**src/scl_pkg.sv**
```systemverilog
// constants, types and the eeprom-to-config map of the serial config port
// assumes a 250 MHz core clock and an i2c memory at a fixed device address
package scl_pkg;

	typedef enum logic [1:0] {MODE_NONE, MODE_EEPROM, MODE_SMB} scl_mode_t;

	localparam int CLK_MHZ = 250;
	localparam int I2C_QTR_NS = 2500;
	localparam int QTR_CYC = (I2C_QTR_NS * CLK_MHZ + 999) / 1000;

	localparam logic [7:0] REG_CTRL = 8'h00;
	localparam logic [7:0] REG_STATUS = 8'h04;
	localparam logic [7:0] REG_SMB = 8'h08;
	localparam logic [7:0] REG_GPIO = 8'h0c;
	localparam logic [1:0] AXI_OKAY = 2'h0;
	localparam logic [1:0] AXI_SLVERR = 2'h2;

	localparam logic [6:0] EE_DEV = 7'h50;
	localparam logic [7:0] EE_SIG_BYTE = 8'h01;
	localparam logic [7:0] EE_RGN_BYTE = 8'h02;
	localparam logic [7:0] EE_MISC_BYTE = 8'h03;
	localparam logic [7:0] EE_DATA_BYTE = 8'h04;
	localparam logic [3:0] RGN_G1 = 4'h0;
	localparam logic [3:0] RGN_G2 = 4'h1;
	localparam logic [3:0] RGN_G3 = 4'h3;
	localparam logic [3:0] RGN_G4 = 4'h7;
	localparam logic [7:0] STOP_G1 = 8'h0b;
	localparam logic [7:0] STOP_G2 = 8'h67;
	localparam logic [7:0] STOP_G3 = 8'haf;
	localparam logic [7:0] STOP_G4 = 8'hd7;
	localparam logic [2:0] SMB_ADDR_HI = 3'h6;
	localparam logic [3:0] ACK_SLOT = 4'h8;
	localparam logic [3:0] ACK_DONE = 4'h9;

	// bytes past the last listed range keep their own offset
	function automatic logic [11:0] cfg_map(input logic [7:0] b);
		logic [7:0] s;
		logic [11:0] base;
		s = b;
		base = {4'h0, b};
		if (b inside {[8'h04:8'h07]}) begin s = 8'h04; base = 12'h000; end
		else if (b == 8'h0c) begin s = 8'h0c; base = 12'h034; end
		else if (b inside {[8'h0d:8'h0e]}) begin s = 8'h0d; base = 12'h040; end
		else if (b inside {[8'h0f:8'h10]}) begin s = 8'h0f; base = 12'h042; end
		else if (b inside {[8'h11:8'h14]}) begin s = 8'h11; base = 12'h048; end
		else if (b inside {[8'h15:8'h18]}) begin s = 8'h15; base = 12'h068; end
		else if (b inside {[8'h19:8'h1a]}) begin s = 8'h19; base = 12'h081; end
		else if (b == 8'h1b) begin s = 8'h1b; base = 12'h108; end
		else if (b inside {[8'h1c:8'h1e]}) begin s = 8'h1c; base = 12'h091; end
		else if (b inside {[8'h1f:8'h21]}) begin s = 8'h1f; base = 12'h0a1; end
		else if (b inside {[8'h22:8'h2d]}) begin s = 8'h22; base = 12'h0a4; end
		else if (b inside {[8'h2e:8'h30]}) begin s = 8'h2e; base = 12'h0b1; end
		else if (b inside {[8'h31:8'h34]}) begin s = 8'h31; base = 12'h0b4; end
		else if (b inside {[8'h35:8'h38]}) begin s = 8'h35; base = 12'h0bc; end
		else if (b inside {[8'h39:8'h3c]}) begin s = 8'h39; base = 12'h0c4; end
		else if (b inside {[8'h3d:8'h48]}) begin s = 8'h3d; base = 12'h0cc; end
		else if (b inside {[8'h49:8'h4a]}) begin s = 8'h49; base = 12'h0d9; end
		else if (b inside {[8'h4b:8'h4c]}) begin s = 8'h4b; base = 12'h0f1; end
		return base + {4'h0, b - s};
	endfunction

endpackage

```
**src/scl_port.sv**
```systemverilog
// serial configuration port: eeprom autoload master or smbus slave
// assumes straps and gpio are stable around reset release, pins synchronous
`timescale 1ns/1ps
module scl_port
	import scl_pkg::*;
#(
	parameter logic [15:0] SIGNATURE = 16'h5a3c, // arbitrary value
	parameter int QTR = QTR_CYC,
	parameter int FIFO_D = 8
) (
	input wire logic clk,
	input wire logic rst_n,
	input wire logic clk_en,
	input wire logic mode_strap_high,
	input wire logic mode_strap_low,
	input wire logic transparent_mode,
	input wire logic arbiter_en,
	input wire logic mgmt_clock_pin_i,
	output logic mgmt_clock_pin_o,
	output logic mgmt_clock_pin_oe,
	input wire logic mgmt_data_pin_i,
	output logic mgmt_data_pin_o,
	output logic mgmt_data_pin_oe,
	input wire logic [3:0] gpio_i,
	output logic [3:0] gpio_o,
	output logic [3:0] gpio_oe,
	output logic [3:0] bus_req_hi,
	output logic cfg_wr_valid,
	input wire logic cfg_wr_ready,
	output logic [11:0] cfg_wr_addr,
	output logic [7:0] cfg_wr_data,
	output logic load_done,
	output logic isa_wp,
	input wire logic [7:0] s_axi_awaddr,
	input wire logic s_axi_awvalid,
	output logic s_axi_awready,
	input wire logic [31:0] s_axi_wdata,
	input wire logic [3:0] s_axi_wstrb,
	input wire logic s_axi_wvalid,
	output logic s_axi_wready,
	output logic [1:0] s_axi_bresp,
	output logic s_axi_bvalid,
	input wire logic s_axi_bready,
	input wire logic [7:0] s_axi_araddr,
	input wire logic s_axi_arvalid,
	output logic s_axi_arready,
	output logic [31:0] s_axi_rdata,
	output logic [1:0] s_axi_rresp,
	output logic s_axi_rvalid,
	input wire logic s_axi_rready
);
	initial begin
		if (QTR < 2 || QTR > 1023 || FIFO_D < 2)
			$error("scl_port parameter out of range");
	end

	typedef enum logic [2:0] {E_IDLE, E_START, E_BIT, E_STOP, E_DONE} scl_ee_t;
	typedef enum logic [1:0] {S_DEVW, S_ADDR, S_DEVR, S_READ} scl_step_t;

	logic rs1_r, rst_s_n;
	logic cap_r;
	scl_mode_t mode_r;
	logic [7:0] smb_addr_r;
	scl_ee_t ee_r;
	scl_step_t step_r;
	logic [9:0] qc_r;
	logic [1:0] ph_r;
	logic [3:0] bit_r;
	logic [8:0] sh_r;
	logic [7:0] rxb_r, idx_r, stop_r, sig_hi_r;
	logic scl_r, sda_r, rd_r, sig_ok_r, push_r;
	logic tick, byte_end, last, data_byte;
	logic [7:0] rgn_stop;
	logic rgn_ok;
	logic f_ready, f_valid;
	logic [19:0] f_dout;
	logic [1:0] ctrl_r;
	logic sq_scl_r, sq_sda_r, sb_busy_r, sb_first_r, sb_act_r, sb_ack_r;
	logic [3:0] sb_cnt_r;
	logic [7:0] sb_sh_r, sb_rx_r;
	logic s_start, s_stop, s_rise, s_fall;
	logic [7:0] rd_addr;

	// reset release through two flops
	always_ff @(posedge clk or negedge rst_n) begin
		if (!rst_n) begin
			rs1_r <= 1'b0;
			rst_s_n <= 1'b0;
		end else begin
			rs1_r <= 1'b1;
			rst_s_n <= rs1_r;
		end
	end

	// straps are caught once, one clock after release
	always_ff @(posedge clk or negedge rst_s_n) begin
		if (!rst_s_n) begin
			cap_r <= 1'b0;
			mode_r <= MODE_NONE;
			smb_addr_r <= 8'h00;
		end else if (clk_en && !cap_r) begin
			cap_r <= 1'b1;
			if (!mode_strap_high && !mode_strap_low)
				mode_r <= MODE_EEPROM;
			else if (!mode_strap_high && mode_strap_low)
				mode_r <= MODE_SMB;
			smb_addr_r <= {SMB_ADDR_HI, gpio_i, 1'b0};
		end
	end

	// ---- eeprom master ----
	assign tick = (qc_r == 10'(QTR - 1)) && !push_r;
	assign byte_end = tick && ph_r == 2'd3 && bit_r == ACK_SLOT;
	assign data_byte = idx_r >= EE_DATA_BYTE && sig_ok_r;

	always_comb begin
		rgn_ok = 1'b1;
		unique case (rxb_r[4:1])
			RGN_G1: rgn_stop = STOP_G1;
			RGN_G2: rgn_stop = STOP_G2;
			RGN_G3: rgn_stop = STOP_G3;
			RGN_G4: rgn_stop = STOP_G4;
			default: begin
				rgn_stop = STOP_G1;
				rgn_ok = 1'b0;
			end
		endcase
	end

	// nack the byte that ends the load
	always_comb begin
		if (idx_r == EE_SIG_BYTE)
			last = {sig_hi_r, rxb_r} != SIGNATURE;
		else if (idx_r == EE_RGN_BYTE)
			last = !rgn_ok;
		else
			last = idx_r > EE_RGN_BYTE && idx_r == stop_r;
	end

	always_ff @(posedge clk or negedge rst_s_n) begin
		if (!rst_s_n)
			qc_r <= '0;
		else if (clk_en && ee_r != E_IDLE && ee_r != E_DONE && !push_r)
			qc_r <= tick ? 10'h000 : qc_r + 1'b1;
	end

	always_ff @(posedge clk or negedge rst_s_n) begin
		if (!rst_s_n) begin
			ee_r <= E_IDLE;
			step_r <= S_DEVW;
			ph_r <= 2'd0;
			bit_r <= 4'h0;
			sh_r <= 9'h1ff;
			rxb_r <= 8'h00;
			scl_r <= 1'b1;
			sda_r <= 1'b1;
			rd_r <= 1'b0;
		end else if (clk_en) begin
			if (ee_r == E_IDLE && mode_r == MODE_EEPROM) begin
				ee_r <= E_START;
			end else if (tick) begin
				ph_r <= ph_r + 1'b1;
				unique case (ee_r)
					E_START: begin
						case (ph_r)
							2'd0: sda_r <= 1'b1;
							2'd1: scl_r <= 1'b1;
							2'd2: sda_r <= 1'b0;
							default: begin
								scl_r <= 1'b0;
								ee_r <= E_BIT;
								bit_r <= 4'h0;
								sh_r <= {EE_DEV, step_r == S_DEVR, 1'b1};
							end
						endcase
					end
					E_BIT: begin
						case (ph_r)
							2'd0: begin
								scl_r <= 1'b0;
								sda_r <= (rd_r && bit_r == ACK_SLOT) ? last
									: sh_r[8];
							end
							2'd1: scl_r <= 1'b1;
							2'd2: if (bit_r < ACK_SLOT)
								rxb_r <= {rxb_r[6:0], mgmt_data_pin_i};
							default: begin
								scl_r <= 1'b0;
								sh_r <= {sh_r[7:0], 1'b1};
								bit_r <= bit_r + 1'b1;
								if (bit_r == ACK_SLOT) begin
									bit_r <= 4'h0;
									sh_r <= 9'h1ff;
									if (!rd_r && rxb_r[0])
										ee_r <= E_STOP;
									else if (step_r == S_DEVW) begin
										step_r <= S_ADDR;
										sh_r <= 9'h001;
									end else if (step_r == S_ADDR) begin
										step_r <= S_DEVR;
										ee_r <= E_START;
									end else if (step_r == S_DEVR) begin
										step_r <= S_READ;
										rd_r <= 1'b1;
									end else if (last)
										ee_r <= E_STOP;
								end
							end
						endcase
					end
					E_STOP: begin
						case (ph_r)
							2'd0: begin
								scl_r <= 1'b0;
								sda_r <= 1'b0;
							end
							2'd1: scl_r <= 1'b1;
							2'd2: sda_r <= 1'b1;
							default: ee_r <= E_DONE;
						endcase
					end
					default: ;
				endcase
				// ack slot of a write byte: rxb_r[0] holds the ack level
				if (ee_r == E_BIT && ph_r == 2'd2 && bit_r == ACK_SLOT && !rd_r)
					rxb_r <= {7'h00, mgmt_data_pin_i};
			end
		end
	end

	// byte bookkeeping, ascending from address zero
	always_ff @(posedge clk or negedge rst_s_n) begin
		if (!rst_s_n) begin
			idx_r <= 8'h00;
			sig_hi_r <= 8'h00;
			sig_ok_r <= 1'b0;
			stop_r <= STOP_G1;
			isa_wp <= 1'b0;
		end else if (clk_en && byte_end && rd_r) begin
			idx_r <= idx_r + 1'b1;
			if (idx_r == 8'h00)
				sig_hi_r <= rxb_r;
			if (idx_r == EE_SIG_BYTE && !last)
				sig_ok_r <= 1'b1;
			if (idx_r == EE_RGN_BYTE)
				stop_r <= rgn_stop;
			if (idx_r == EE_MISC_BYTE)
				isa_wp <= transparent_mode && rxb_r[0];
		end
	end

	// one pending push; the bit engine waits while the fifo is full
	always_ff @(posedge clk or negedge rst_s_n) begin
		if (!rst_s_n)
			push_r <= 1'b0;
		else if (clk_en) begin
			if (byte_end && rd_r && data_byte)
				push_r <= 1'b1;
			else if (f_ready)
				push_r <= 1'b0;
		end
	end

	logic [7:0] push_idx_r, push_dat_r;
	always_ff @(posedge clk or negedge rst_s_n) begin
		if (!rst_s_n) begin
			push_idx_r <= 8'h00;
			push_dat_r <= 8'h00;
		end else if (clk_en && byte_end && rd_r) begin
			push_idx_r <= idx_r;
			push_dat_r <= rxb_r;
		end
	end

	scl_fifo #(.W(20), .D(FIFO_D)) u_fifo (
		.clk(clk),
		.rst_n(rst_s_n),
		.clk_en(clk_en),
		.in_valid(push_r),
		.in_ready(f_ready),
		.in_data({cfg_map(push_idx_r), push_dat_r}),
		.out_valid(f_valid),
		.out_ready(!cfg_wr_valid || cfg_wr_ready),
		.out_data(f_dout)
	);

	always_ff @(posedge clk or negedge rst_s_n) begin
		if (!rst_s_n) begin
			cfg_wr_valid <= 1'b0;
			cfg_wr_addr <= 12'h000;
			cfg_wr_data <= 8'h00;
		end else if (clk_en && (!cfg_wr_valid || cfg_wr_ready)) begin
			cfg_wr_valid <= f_valid;
			cfg_wr_addr <= f_dout[19:8];
			cfg_wr_data <= f_dout[7:0];
		end
	end

	// done only once every loaded byte has left the port
	always_ff @(posedge clk or negedge rst_s_n) begin
		if (!rst_s_n)
			load_done <= 1'b0;
		else if (clk_en && cap_r && !push_r && !f_valid && !cfg_wr_valid
			&& (ee_r == E_DONE || mode_r != MODE_EEPROM))
			load_done <= 1'b1;
	end

	// ---- smbus slave, write-only: the last received byte is kept for software ----
	assign s_start = sq_scl_r && mgmt_clock_pin_i && sq_sda_r
		&& !mgmt_data_pin_i;
	assign s_stop = sq_scl_r && mgmt_clock_pin_i && !sq_sda_r
		&& mgmt_data_pin_i;
	assign s_rise = !sq_scl_r && mgmt_clock_pin_i;
	assign s_fall = sq_scl_r && !mgmt_clock_pin_i;

	always_ff @(posedge clk or negedge rst_s_n) begin
		if (!rst_s_n) begin
			sq_scl_r <= 1'b1;
			sq_sda_r <= 1'b1;
			sb_busy_r <= 1'b0;
			sb_first_r <= 1'b0;
			sb_act_r <= 1'b0;
			sb_ack_r <= 1'b0;
			sb_cnt_r <= 4'h0;
			sb_sh_r <= 8'h00;
			sb_rx_r <= 8'h00;
		end else if (clk_en) begin
			sq_scl_r <= mgmt_clock_pin_i;
			sq_sda_r <= mgmt_data_pin_i;
			if (mode_r != MODE_SMB || s_stop) begin
				sb_busy_r <= 1'b0;
				sb_act_r <= 1'b0;
				sb_ack_r <= 1'b0;
			end else if (s_start) begin
				sb_busy_r <= 1'b1;
				sb_first_r <= 1'b1;
				sb_act_r <= 1'b0;
				sb_ack_r <= 1'b0;
				sb_cnt_r <= 4'h0;
			end else if (sb_busy_r && s_rise && sb_cnt_r < ACK_SLOT) begin
				sb_sh_r <= {sb_sh_r[6:0], mgmt_data_pin_i};
				sb_cnt_r <= sb_cnt_r + 1'b1;
			end else if (sb_busy_r && s_fall && sb_cnt_r == ACK_SLOT) begin
				sb_cnt_r <= ACK_DONE;
				if (sb_first_r) begin
					sb_act_r <= sb_sh_r == smb_addr_r;
					sb_ack_r <= sb_sh_r == smb_addr_r;
				end else if (sb_act_r) begin
					sb_rx_r <= sb_sh_r;
					sb_ack_r <= 1'b1;
				end
			end else if (sb_busy_r && s_fall && sb_cnt_r == ACK_DONE) begin
				sb_ack_r <= 1'b0;
				sb_cnt_r <= 4'h0;
				sb_first_r <= 1'b0;
				sb_busy_r <= sb_act_r;
			end
		end
	end

	// ---- shared pins and gpio ----
	always_ff @(posedge clk or negedge rst_s_n) begin
		if (!rst_s_n) begin
			mgmt_clock_pin_o <= 1'b1;
			mgmt_clock_pin_oe <= 1'b0;
			mgmt_data_pin_o <= 1'b1;
			mgmt_data_pin_oe <= 1'b0;
		end else if (clk_en) begin
			// one pin pair, protocol picked by the captured mode
			mgmt_clock_pin_o <= scl_r;
			mgmt_clock_pin_oe <= mode_r == MODE_EEPROM;
			if (mode_r == MODE_SMB) begin
				mgmt_data_pin_o <= 1'b0;
				mgmt_data_pin_oe <= sb_ack_r;
			end else begin
				mgmt_data_pin_o <= sda_r;
				mgmt_data_pin_oe <= mode_r == MODE_EEPROM && !(ee_r == E_BIT
					&& (rd_r ? bit_r < ACK_SLOT : bit_r == ACK_SLOT));
			end
		end
	end

	always_ff @(posedge clk or negedge rst_s_n) begin
		if (!rst_s_n) begin
			gpio_o <= 4'h0;
			gpio_oe <= 4'h0;
			bus_req_hi <= 4'hf;
		end else if (clk_en) begin
			// address straps were caught at reset, so later use is free
			gpio_o <= {ctrl_r, 2'b00};
			gpio_oe <= arbiter_en ? 4'h0 : 4'hc;
			bus_req_hi <= arbiter_en ? gpio_i : 4'hf;
		end
	end

	// ---- axi4-lite slave ----
	always_ff @(posedge clk or negedge rst_s_n) begin
		if (!rst_s_n) begin
			s_axi_awready <= 1'b0;
			s_axi_wready <= 1'b0;
			s_axi_bvalid <= 1'b0;
			s_axi_bresp <= AXI_OKAY;
			ctrl_r <= 2'b00;
		end else if (clk_en) begin
			s_axi_awready <= s_axi_awvalid && s_axi_wvalid && !s_axi_bvalid
				&& !s_axi_awready;
			s_axi_wready <= s_axi_awvalid && s_axi_wvalid && !s_axi_bvalid
				&& !s_axi_awready;
			if (s_axi_awready) begin
				s_axi_bvalid <= 1'b1;
				s_axi_bresp <= s_axi_awaddr == REG_CTRL ? AXI_OKAY : AXI_SLVERR;
				if (s_axi_awaddr == REG_CTRL && s_axi_wstrb[0])
					ctrl_r <= s_axi_wdata[1:0];
			end else if (s_axi_bready)
				s_axi_bvalid <= 1'b0;
		end
	end

	assign rd_addr = s_axi_araddr;
	always_ff @(posedge clk or negedge rst_s_n) begin
		if (!rst_s_n) begin
			s_axi_arready <= 1'b0;
			s_axi_rvalid <= 1'b0;
			s_axi_rdata <= 32'h0000_0000;
			s_axi_rresp <= AXI_OKAY;
		end else if (clk_en) begin
			s_axi_arready <= s_axi_arvalid && !s_axi_rvalid && !s_axi_arready;
			if (s_axi_arready) begin
				s_axi_rvalid <= 1'b1;
				s_axi_rresp <= AXI_OKAY;
				unique case (rd_addr)
					REG_CTRL: s_axi_rdata <= {30'h0, ctrl_r};
					REG_STATUS: s_axi_rdata <= {16'h0, stop_r, 2'b00,
						isa_wp, sig_ok_r, load_done, 1'b0, mode_r};
					REG_SMB: s_axi_rdata <= {16'h0, sb_rx_r, smb_addr_r};
					REG_GPIO: s_axi_rdata <= {28'h0, gpio_i};
					default: begin
						s_axi_rdata <= 32'h0000_0000;
						s_axi_rresp <= AXI_SLVERR;
					end
				endcase
			end else if (s_axi_rready)
				s_axi_rvalid <= 1'b0;
		end
	end
endmodule

```
**src/scl_fifo.sv**
```systemverilog
// flip-flop fifo with valid/ready on both sides
// assumes one clock, an asynchronous active-low reset and a clock enable
`timescale 1ns/1ps
module scl_fifo #(
	parameter int W = 20,
	parameter int D = 8
) (
	input wire logic clk,
	input wire logic rst_n,
	input wire logic clk_en,
	input wire logic in_valid,
	output logic in_ready,
	input wire logic [W-1:0] in_data,
	output logic out_valid,
	input wire logic out_ready,
	output logic [W-1:0] out_data
);
	localparam int AW = $clog2(D);

	initial begin
		if (D < 2 || (1 << AW) != D)
			$error("scl_fifo depth must be a power of two");
	end

	logic [W-1:0] mem_r [D];
	logic [AW:0] wp_r;
	logic [AW:0] rp_r;

	assign in_ready = (wp_r - rp_r) != (AW+1)'(D);
	assign out_valid = wp_r != rp_r;
	assign out_data = mem_r[rp_r[AW-1:0]];

	always_ff @(posedge clk or negedge rst_n) begin
		if (!rst_n) begin
			wp_r <= '0;
		end else if (clk_en && in_valid && in_ready) begin
			mem_r[wp_r[AW-1:0]] <= in_data;
			wp_r <= wp_r + 1'b1;
		end
	end

	always_ff @(posedge clk or negedge rst_n) begin
		if (!rst_n)
			rp_r <= '0;
		else if (clk_en && out_valid && out_ready)
			rp_r <= rp_r + 1'b1;
	end
endmodule

```
**config.mk**
```make
export PLATFORM = sky130hd
export DESIGN_NAME = scl_port
export DESIGN_NICKNAME = d
export VERILOG_FILES = /design/src/scl_pkg.sv /design/src/scl_port.sv /design/src/scl_fifo.sv
export SDC_FILE = /design/constraint.sdc
export NUM_CORES = 1
export LEC_CHECK = 0
export BUFFER_PORTS_ARGS = -buffer_cell sky130_fd_sc_hd__buf_2
export CAP_MARGIN = 15
export CORE_UTILIZATION = 40
export CTS_CLUSTER_DIAMETER = 200
export CTS_CLUSTER_SIZE = 16
export DETAILED_ROUTE_END_ITERATION = 6
export PLACE_DENSITY = 0.57
export SYNTH_ARGS = -nofsm -noshare
export SYNTH_HDL_FRONTEND = slang
export SYNTH_SLANG_ARGS = --single-unit
```
**constraint.sdc**
```tcl
create_clock -name clk -period 14.6 [get_ports clk]
set_input_delay 0.73 -clock clk [delete_from_list [all_inputs] [get_ports clk]]
set_output_delay 0.73 -clock clk [all_outputs]
set_load 0.01 [all_outputs]
```
Word level (Yosys, flattened, before mapping):

Memories as Yosys holds them, arrays and structs flattened. A register that Yosys moved wholly into a read port is not among the register bits.
Index checks and enable logic that the tools add are counted.

* register bits after elaboration: 186
* memory bits (writable): 160
* memories: 1

Memory list
* u_fifo.mem_r: depth 8, width 20, read ports 1, clocked after Yosys merged registers in 1, wr ports 1, line scl_fifo.sv:25 `logic [W-1:0] mem_r [D];`

* $add $sub $neg: 10
* $lt $le $gt $ge: 36
* eq/ne operators: 54
* mux-type cells: 121
* bitwise operators: 9
* reductions and logical operators: 148

Operators by type and width (number)
* $mux W8: 32
* $mux W9: 13
* $logic_and A1 B1 Y1: 70
* $pmux W16 S4: 1
* $ge A8 B6 Y1 const B: 6
* $le A8 B6 Y1 const B: 6
* $ge A8 B5 Y1 const B: 5
* $le A8 B5 Y1 const B: 5
* $mux W1: 36
* $mux W4: 9
* $mux W3: 11
* $eq A8 B4 Y1 const B: 3
* $le A8 B7 Y1 const B: 3
* $logic_not A8 Y1: 3
* $ne A3 B3 Y1 const B: 8
* $pmux W8 S3: 1
* $reduce_and A7 Y1: 3
* $reduce_and A10 Y1: 2
* $reduce_and A2 Y1: 10
* $reduce_bool A2 Y1: 10
* $logic_not A1 Y1: 19
* $pmux W9 S2: 1
* $reduce_bool A3 Y1: 6
* $add A4 B1 Y4 const B: 4
* 55 further kinds: 111

Depth between registers and ports, before layout:

Gate-level depths: netlist of run 1.

* depth after elaboration: 22
* depth in mapped cells: 20

By module:

A second synthesis of run 1 with hierarchy kept.

* cells, all modules: 1348
* area total of the unflattened synthesis: 16233.1 um^2

By module, submodules not included
* scl_port: times used 1, cells an instance 1015, area an instance 9664.3 um^2
* scl_fifo: times used 1, cells an instance 333, area an instance 6568.8 um^2

Least setup slack after synthesis of run 1:

No wires, ideal clock.

* kind: register to register
* start: register rst_s_n
* end: memory u_fifo.mem_r[0][0] (enable)
* setup time: 416 ps
* arrival: 6219 ps
* slack: 7965 ps
* cell stages (with the launch flop): 3
* path buffers: 0
* period minus slack after synthesis: 6635 ps
* cells stage by stage: dfrtp_1 > nand3_1 > nor3_1

* longest elaborated chain between the ends: 2

Ends and longest elaborated chain
* start, declared: line scl_port.sv:60 `logic rs1_r, rst_s_n;`
* start signal, assigned: line scl_port.sv:91 `rst_s_n <= rs1_r;`
* $logic_and A1 B1 Y1 (not written as such): line scl_fifo.sv:37 `mem_r[wp_r[AW-1:0]] <= in_data;`
* $mux W1 (not written as such): line scl_fifo.sv:37
* end, declared: line scl_fifo.sv:25

No other way between the ends.

Worst setup path in the final report of run 1:

* start: register push_idx_r[4]
* end: memory u_fifo.mem_r[0][16], data pin

* longest elaborated chain between the ends: 22

Ends and longest elaborated chain
* start, declared: line scl_port.sv:264 `logic [7:0] push_idx_r, push_dat_r;`
* start signal, assigned: line scl_port.sv:270 `push_idx_r <= idx_r;`
* $ge A8 B7 Y1 / $le A8 B7 Y1 (equally long branches): line scl_pkg.sv:58 `else if (b inside {[8'h4b:8'h4c]}) begin s = 8'h4b; base = 12'h0f1; end`
* $logic_and A1 B1 Y1: line scl_pkg.sv:58
* $mux W8: line scl_pkg.sv:58
* $mux W8: line scl_pkg.sv:57 `else if (b inside {[8'h49:8'h4a]}) begin s = 8'h49; base = 12'h0d9; end`
* $mux W8: line scl_pkg.sv:56 `else if (b inside {[8'h3d:8'h48]}) begin s = 8'h3d; base = 12'h0cc; end`
* $mux W8: line scl_pkg.sv:55 `else if (b inside {[8'h39:8'h3c]}) begin s = 8'h39; base = 12'h0c4; end`
* $mux W8: line scl_pkg.sv:54 `else if (b inside {[8'h35:8'h38]}) begin s = 8'h35; base = 12'h0bc; end`
* $mux W8: line scl_pkg.sv:53 `else if (b inside {[8'h31:8'h34]}) begin s = 8'h31; base = 12'h0b4; end`
* [7 not listed]
* $mux W8: line scl_pkg.sv:45 `else if (b inside {[8'h11:8'h14]}) begin s = 8'h11; base = 12'h048; end`
* $mux W8: line scl_pkg.sv:44 `else if (b inside {[8'h0f:8'h10]}) begin s = 8'h0f; base = 12'h042; end`
* $mux W8: line scl_pkg.sv:43 `else if (b inside {[8'h0d:8'h0e]}) begin s = 8'h0d; base = 12'h040; end`
* $mux W8: line scl_pkg.sv:42 `else if (b == 8'h0c) begin s = 8'h0c; base = 12'h034; end`
* $mux W8: line scl_pkg.sv:41 `if (b inside {[8'h04:8'h07]}) begin s = 8'h04; base = 12'h000; end`
* $sub A8 B8 Y8: line scl_pkg.sv:59 `return base + {4'h0, b - s};`
* $add A12 B8 Y12 (*): line scl_pkg.sv:59
* named net u_fifo.in_data[16]: line scl_fifo.sv:13 `input wire logic [W-1:0] in_data,`

The timed path passes the listed nets; every way through them passes the cells marked *.

==> results of run 1 <==
## layer usage
layer,routed length (um),up-vias
met3,1570,36
met5,0,-
li1,-,4811
met2,16000,207
met4,398,0
met1,16000,4992
## cell usage after synthesis, types with 32 or more instances
| master | instances |
|---|---|
| mux4_2 | 37 |
| nor2_1 | 62 |
| nand2_1 | 187 |
| inv_1 | 38 |
| o21ai_0 | 99 |
| dfrtp_1 | 159 |
| ha_1 | 37 |
| xnor2_1 | 38 |
| a21oi_1 | 32 |
| clkbuf_1 | 39 |
| mux2_2 | 40 |
| edfxtp_1 | 144 |
## layout make-up
cell class | instances | area share (%)
Clock buffer | 42 | 3.94
Clock inverter | 2 | 0.192
Inverter | 39 | 0.863
Multi-Input combinational cell | 869 | 35.8
Sequential cell | 322 | 51.9
Tap cell | 511 | 3.77
Timing Repair Buffer | 110 | 3.51
## worst paths after layout
| kind | start | to | slack (ns) | cells after the start |
|---|---|---|---|---|
| min | rs1_r | rst_s_n | 0.35 | 0 |
| max in group asynchronous | rst_s_n | u_fifo.rp_r[0] | 12.82 | 1 |
| max | push_idx_r[4] | u_fifo.mem_r[0][16] | 9.30 | 18 |
| min reg2reg | rs1_r | rst_s_n | 0.35 | 0 |
| min in group asynchronous | rst_s_n | ee_r[1] | 0.42 | 0 |
| max reg2reg | push_idx_r[4] | u_fifo.mem_r[0][16] | 9.30 | 18 |
## per-stage QoR
stage / hold slack, ns / util [%] / instance area [um2] / setup WS (ns) / power, mW
after CTS: 0.332 / 45.0 / 17000 / 9.30 / 1.87
after global routing: 0.328 / 45.0 / 17000 / 9.07 / 1.93
final: 0.350 / 45.0 / 17000 / 9.30 / 1.84
after floorplan: 0.331 / - / 15500 / 7.97 / 1.17
after detailed placement: 0.337 / 43.1 / 16300 / 9.34 / 1.24
after global placement: 0.335 / 43.1 / 16300 / 9.34 / 1.24
## power breakdown
group | leakage [nW] | internal (mW) | switching, mW | total, mW
combinational | 2.93 | 0.0896 | 0.133 | 0.223
clock | 0.331 | 0.314 | 0.317 | 0.632
sequential | 3.83 | 0.964 | 0.0257 | 0.990
total | 7.09 | 1.37 | 0.476 | 1.84
## flip-flops by register name, indices dropped and copies added, names as in the netlist, 3 cells and up
| signal | flops |
|---|---|
| u_fifo.mem_r | 144 |
| s_axi_rdata | 15 |
| cfg_wr_addr | 10 |
| qc_r | 10 |
| cfg_wr_data | 8 |
| idx_r | 8 |
| push_dat_r | 8 |
| push_idx_r | 8 |
| rxb_r | 8 |
| sb_rx_r | 8 |
| sb_sh_r | 8 |
| sh_r | 8 |
| sig_hi_r | 8 |
| stop_r | 6 |
| bit_r | 4 |
| bus_req_hi | 4 |
| sb_cnt_r | 4 |
| smb_addr_r | 4 |
| u_fifo.rp_r | 4 |
| u_fifo.wp_r | 4 |
| ee_r | 3 |
## cell families after synthesis
logic type / count (synthesis) / synth area share (%)
AO/OA/AOI/OAI: 246 / 10.2
buffers and inverters: 123 / 3.81
other: 2 / 0.0489
flip-flops: 322 / 57.3
adder cells (fa/ha/maj): 40 / 3.34
multiplexers: 98 / 9.72
AND/OR/NAND/NOR: 414 / 13.0
XOR/XNOR: 46 / 2.62
## what timing repair did
| item | 4_1_cts | 5_1_grt |
|---|---|---|
| resized for setup | 0 | 0 |
| hold buffers | 1 | 0 |
| endpoints found under the hold margin | 2 | 0 |
==> flow_summary.json, run 1 <==
{
  "outcome": "finished clean",
  "syn_to_final_growth_pct": 10.4,
  "grt.met3_usage_pct": 2.69,
  "worstPathRequired_ns": 14.84,
  "grt_use_total_pct": 17.7,
  "finalSetupViolCount": 0,
  "stdcell_count": 1895,
  "worst_path_largest_cell_delay_ns": 0.69,
  "gr-total-overflow": 0,
  "slew_violations": 0,
  "fmax_mhz": 189,
  "cellPowerDensity_nw_per_um2": 109,
  "tightestPinTransition_ns": 0.921,
  "maxCapViolations": 0,
  "layout_min_cycle_time_ns": 5.30,
  "relSlewSlack_pct": 38.5,
  "crit_buf_inv": 1,
  "synth.largest_area_cell": "edfxtp_1",
  "synth_warnings": 0,
  "fillers": 3522,
  "io_buffers": 93,
  "peakVddDrop_mv": 0.0613,
  "hold_violations": 0,
  "grt-busiest-layer": "met2",
  "async_reset_ff_share_pct": 55.3,
  "ys.flop_type": "dfrtp_1",
  "critPathMostFrequentCell": "a21oi_1",
  "multi_input_area_um2": 6080,
  "cts_buffers": 24,
  "grt_max_degree": 64,
  "finClkSkew_ns": 0.0423,
  "drt_iter0_markers": 664,
  "yosysSeqAreaShare_pct": 57.3,
  "finalWirelength_um": 34000,
  "drc": 0,
  "mostFrequentLayoutCells": "187 x nand2_1, 157 x dfrtp_1, 144 x edfxtp_1",
  "drive_gt1_share_pct": 18.9,
  "final_nets": 1476,
  "cts_setup_buffers": 0,
  "grt.met2_usage_pct": 28.7,
  "dr.pass1.iters": 5,
  "coreArea_um2": 37800,
  "gp_congestion": 0.853,
  "cts_tree": "done",
  "clock_path_buffers": 3,
  "initial_core_util_pct": 40.7,
  "grt_pass1_wl_um": 54800,
  "synth_area_leaders": "edfxtp_1 28%, dfrtp_1 26%, mux4_2 5.4%, nand2_1 4.6%, dfstp_2 3.2%",
  "clock_latency_ns": 0.55,
  "tns_ns": 0,
  "crit_chain": "or4b_4 > or4_4 > o211a_2 > nand2_1 > o311a_1 > ha_1 > fa_1 > inv_1 > a21o_1 > a21oi_1 > o21bai_1 > a21oi_1 > xnor2_1 > ha_1 > or2_2 > a21oi_1 > a21oi_1 > xnor2_1",
  "dieWidth_um": 198,
  "final_common_cell": "nand2_1",
  "slowest_stage": "or4b_4",
  "grt_pass1_vias": 9893,
  "period_share_pct": 36.3,
  "vias_per_cell": 5.30,
  "synth_edf_count": 144,
  "cts_sinks": 322,
  "startpoint_type": "register",
  "synth_area_um2": 15400,
  "arrival_ns": 5.54,
  "synth_top_area_share_pct": 28.1,
  "hpwl_um": 22700,
  "synth-seq-cells": 322,
  "wl_per_cell_um": 17.9,
  "antenna_found_initial": 0,
  "hold_path_class": "reg2reg",
  "synth_cell_types": 85,
  "cp_max_fo": 23,
  "die_area_um2": 39200,
  "p_leak_nw": 7.09,
  "htreeDepth": 1,
  "rsz0062_at_grt": "false",
  "diodes": 0,
  "synth_area_per_cell_um2": 11.9,
  "die_h_um": 198,
  "clk_pin_slew_ns": 0.07,
  "syn_inst": 1291,
  "crit_family": "simple AND/OR/NAND/NOR gates",
  "crit_type": "reg2reg",
  "ioPinCount": 151,
  "num_rows": 71,
  "met1_usage_pct": 25.1,
  "drtAntennaViolNets": 0,
  "clockRootBuffer": "clkbuf_16",
  "end_kind": "register",
  "dpl.cell_count": 1850,
  "regArea_um2": 8810,
  "via_count": 10000
}
(Power assumes the default switching activity.)
==> run 2: changes to the inputs <==
clock period = 5 ns   (was 14.6 ns; I/O delays follow)
==> flow_summary.json, run 2 (synthesis results as in run 1) <==
{
  "die_area_um2": 39200,
  "crit_buf_inv": 1,
  "htreeDepth": 1,
  "grt_use_total_pct": 18.0,
  "cts_sinks": 322,
  "grt_pass1_vias": 10200,
  "coreArea_um2": 37800,
  "tightestPinTransition_ns": 0.921,
  "tns_ns": 0,
  "drtAntennaViolNets": 0,
  "startpoint_type": "register",
  "via_count": 10200,
  "drive_gt1_share_pct": 20.2,
  "diodes": 0,
  "clock_path_buffers": 3,
  "wl_per_cell_um": 17.9,
  "slowest_stage": "or4b_4",
  "slew_violations": 0,
  "p_leak_nw": 7.29,
  "cts_tree": "done",
  "critPathMostFrequentCell": "a21oi_1",
  "p_total_mw": 5.41,
  "regArea_um2": 8810,
  "grt_max_degree": 66,
  "hpwl_um": 23300,
  "arrival_ns": 4.93,
  "initial_core_util_pct": 40.7,
  "rrSetupSlack_ns": 0.40,
  "cts_setup_buffers": 0,
  "rsz0062_at_grt": "false",
  "finClkSkew_ns": 0.0389,
  "gp_congestion": 0.887,
  "mostFrequentLayoutCells": "187 x nand2_1, 157 x dfrtp_1, 144 x edfxtp_1",
  "relSlewSlack_pct": 38.4,
  "drt_iter0_markers": 684,
  "outcome": "finished clean",
  "period_share_pct": 91.9,
  "cp_max_fo": 8,
  "crit_family": "simple AND/OR/NAND/NOR gates",
  "cts_buffers": 24,
  "p_sw_share_pct": 25.9,
  "layout_min_cycle_time_ns": 4.60,
  "io_buffers": 93,
  "gr-total-overflow": 0,
  "dr.pass1.iters": 7,
  "hold_violations": 0,
  "dieWidth_um": 198,
  "num_rows": 71,
  "worstPathRequired_ns": 5.33,
  "crit_type": "reg2reg",
  "finalSetupViolCount": 0,
  "end_kind": "register",
  "crit_chain": "or4b_4 > or4_4 > o211a_2 > nand2_1 > o311a_1 > ha_1 > fa_1 > inv_1 > a21o_1 > a21oi_1 > o21bai_1 > a21oi_1 > xnor2_1 > ha_1 > or2_2 > a21oi_1 > a21oi_1 > xnor2_2",
  "internal_power_mw": 4.01,
  "final_nets": 1518,
  "maxCapViolations": 0,
  "hold_path_class": "in2reg",
  "p_switching_mw": 1.40,
  "clock_latency_ns": 0.56,
  "fillers": 3497,
  "p_clk_share_pct": 34.1,
  "cellPowerDensity_nw_per_um2": 312,
  "largest_reg_flops": 144,
  "final_common_cell": "nand2_1",
  "antenna_found_initial": 0,
  "grt_pass1_wl_um": 55700,
  "clockRootBuffer": "clkbuf_16",
  "combPwrFrac_pct": 12.5,
  "multi_input_area_um2": 6090,
  "drc": 0,
  "fmax_mhz": 218,
  "peakVddDrop_mv": 0.264,
  "ioPinCount": 151,
  "syn_to_final_growth_pct": 12.8,
  "clk_pin_slew_ns": 0.08,
  "fin_ws_ns": 0.403,
  "worst_path_largest_cell_delay_ns": 0.54,
  "die_h_um": 198,
  "vias_per_cell": 5.28,
  "post-place-ws_ns": 0.228,
  "pwr-share-seq_pct": 53.4,
  "finalWirelength_um": 34700
}
run 2: cell count changes in the layout (fill, tap and decap cells not counted):
cell           change
dlygate4sd3_1     +17
xnor2_2            +1
xnor2_1            -1
buf_4             +25
run 2: final timing paths:
path	from	end	depth (start not counted)
worst max-delay path	push_idx_r[7]	u_fifo.mem_r[2][16]	18
min in group asynchronous	rst_n	rs1_r	2
max in group asynchronous	rst_s_n	u_fifo.rp_r[0]	1
worst min register to register	rst_s_n	rd_r	0
worst max register to register	push_idx_r[7]	u_fifo.mem_r[2][16]	18
worst min-delay path	s_axi_awaddr[7]	s_axi_bresp[1]	3
run 2: repair_timing:
item,in CTS,in global routing
hold buffers,18,0
resized for setup,0,1
endpoints found under the hold margin,20,0
setup endpoints to repair,0,8
run 2: stage by stage:
step / hold slack (ns) / utilization, % / area (um2) / std cells
6_report: 0.0244 / 45.9 / 17300 / 1937
5_1_grt: 0.0178 / 45.9 / 17300 / 1937
3_5_place_dp: 0.0408 / 43.6 / 16400 / 1875
4_1_cts: 0.000181 / 45.9 / 17300 / 1937
3_3_place_gp: 0.0378 / 43.6 / 16400 / 1875
2_1_floorplan: -0.0456 / - / 15500 / 1314
run 2: final cells by class:
class / count / share of cell area [%]
Sequential cell: 322 / 50.8
Inverter: 39 / 0.844
Multi-Input combinational cell: 869 / 35.1
Clock buffer: 42 / 3.85
Timing Repair Buffer: 152 / 5.50
Tap cell: 511 / 3.69
Clock inverter: 2 / 0.188
run 2: layer usage:
layer / global-route usage (%) / up-vias / routed length, um
met3: 2.62 / 49 / 1300
met1: 24.9 / 5098 / 16300
li1: - / 4895 / -
met4: 4.13 / 0 / 652
met2: 29.9 / 195 / 16400
met5: 0 / - / 0
run 2: power by group through the flow:
stage,combinational [mW],clock [mW],sequential [mW]
floorplan,0.476,0,2.95
global placement,0.675,0,2.94
detailed placement,0.684,0,2.94
CTS,0.698,1.91,2.88
global route,0.752,1.99,2.89
finish,0.678,1.84,2.88
run 2: worst register-to-register path: cells and delay by family, from the launching register on:
kind / cells / cell delay [ns]
compound gates: 8 / 1.26
xor+xnor: 2 / 0.47
fa+ha+maj: 3 / 0.68
buf+inv: 1 / 0.05
flops: 1 / 0.49
simple gates: 4 / 1.44
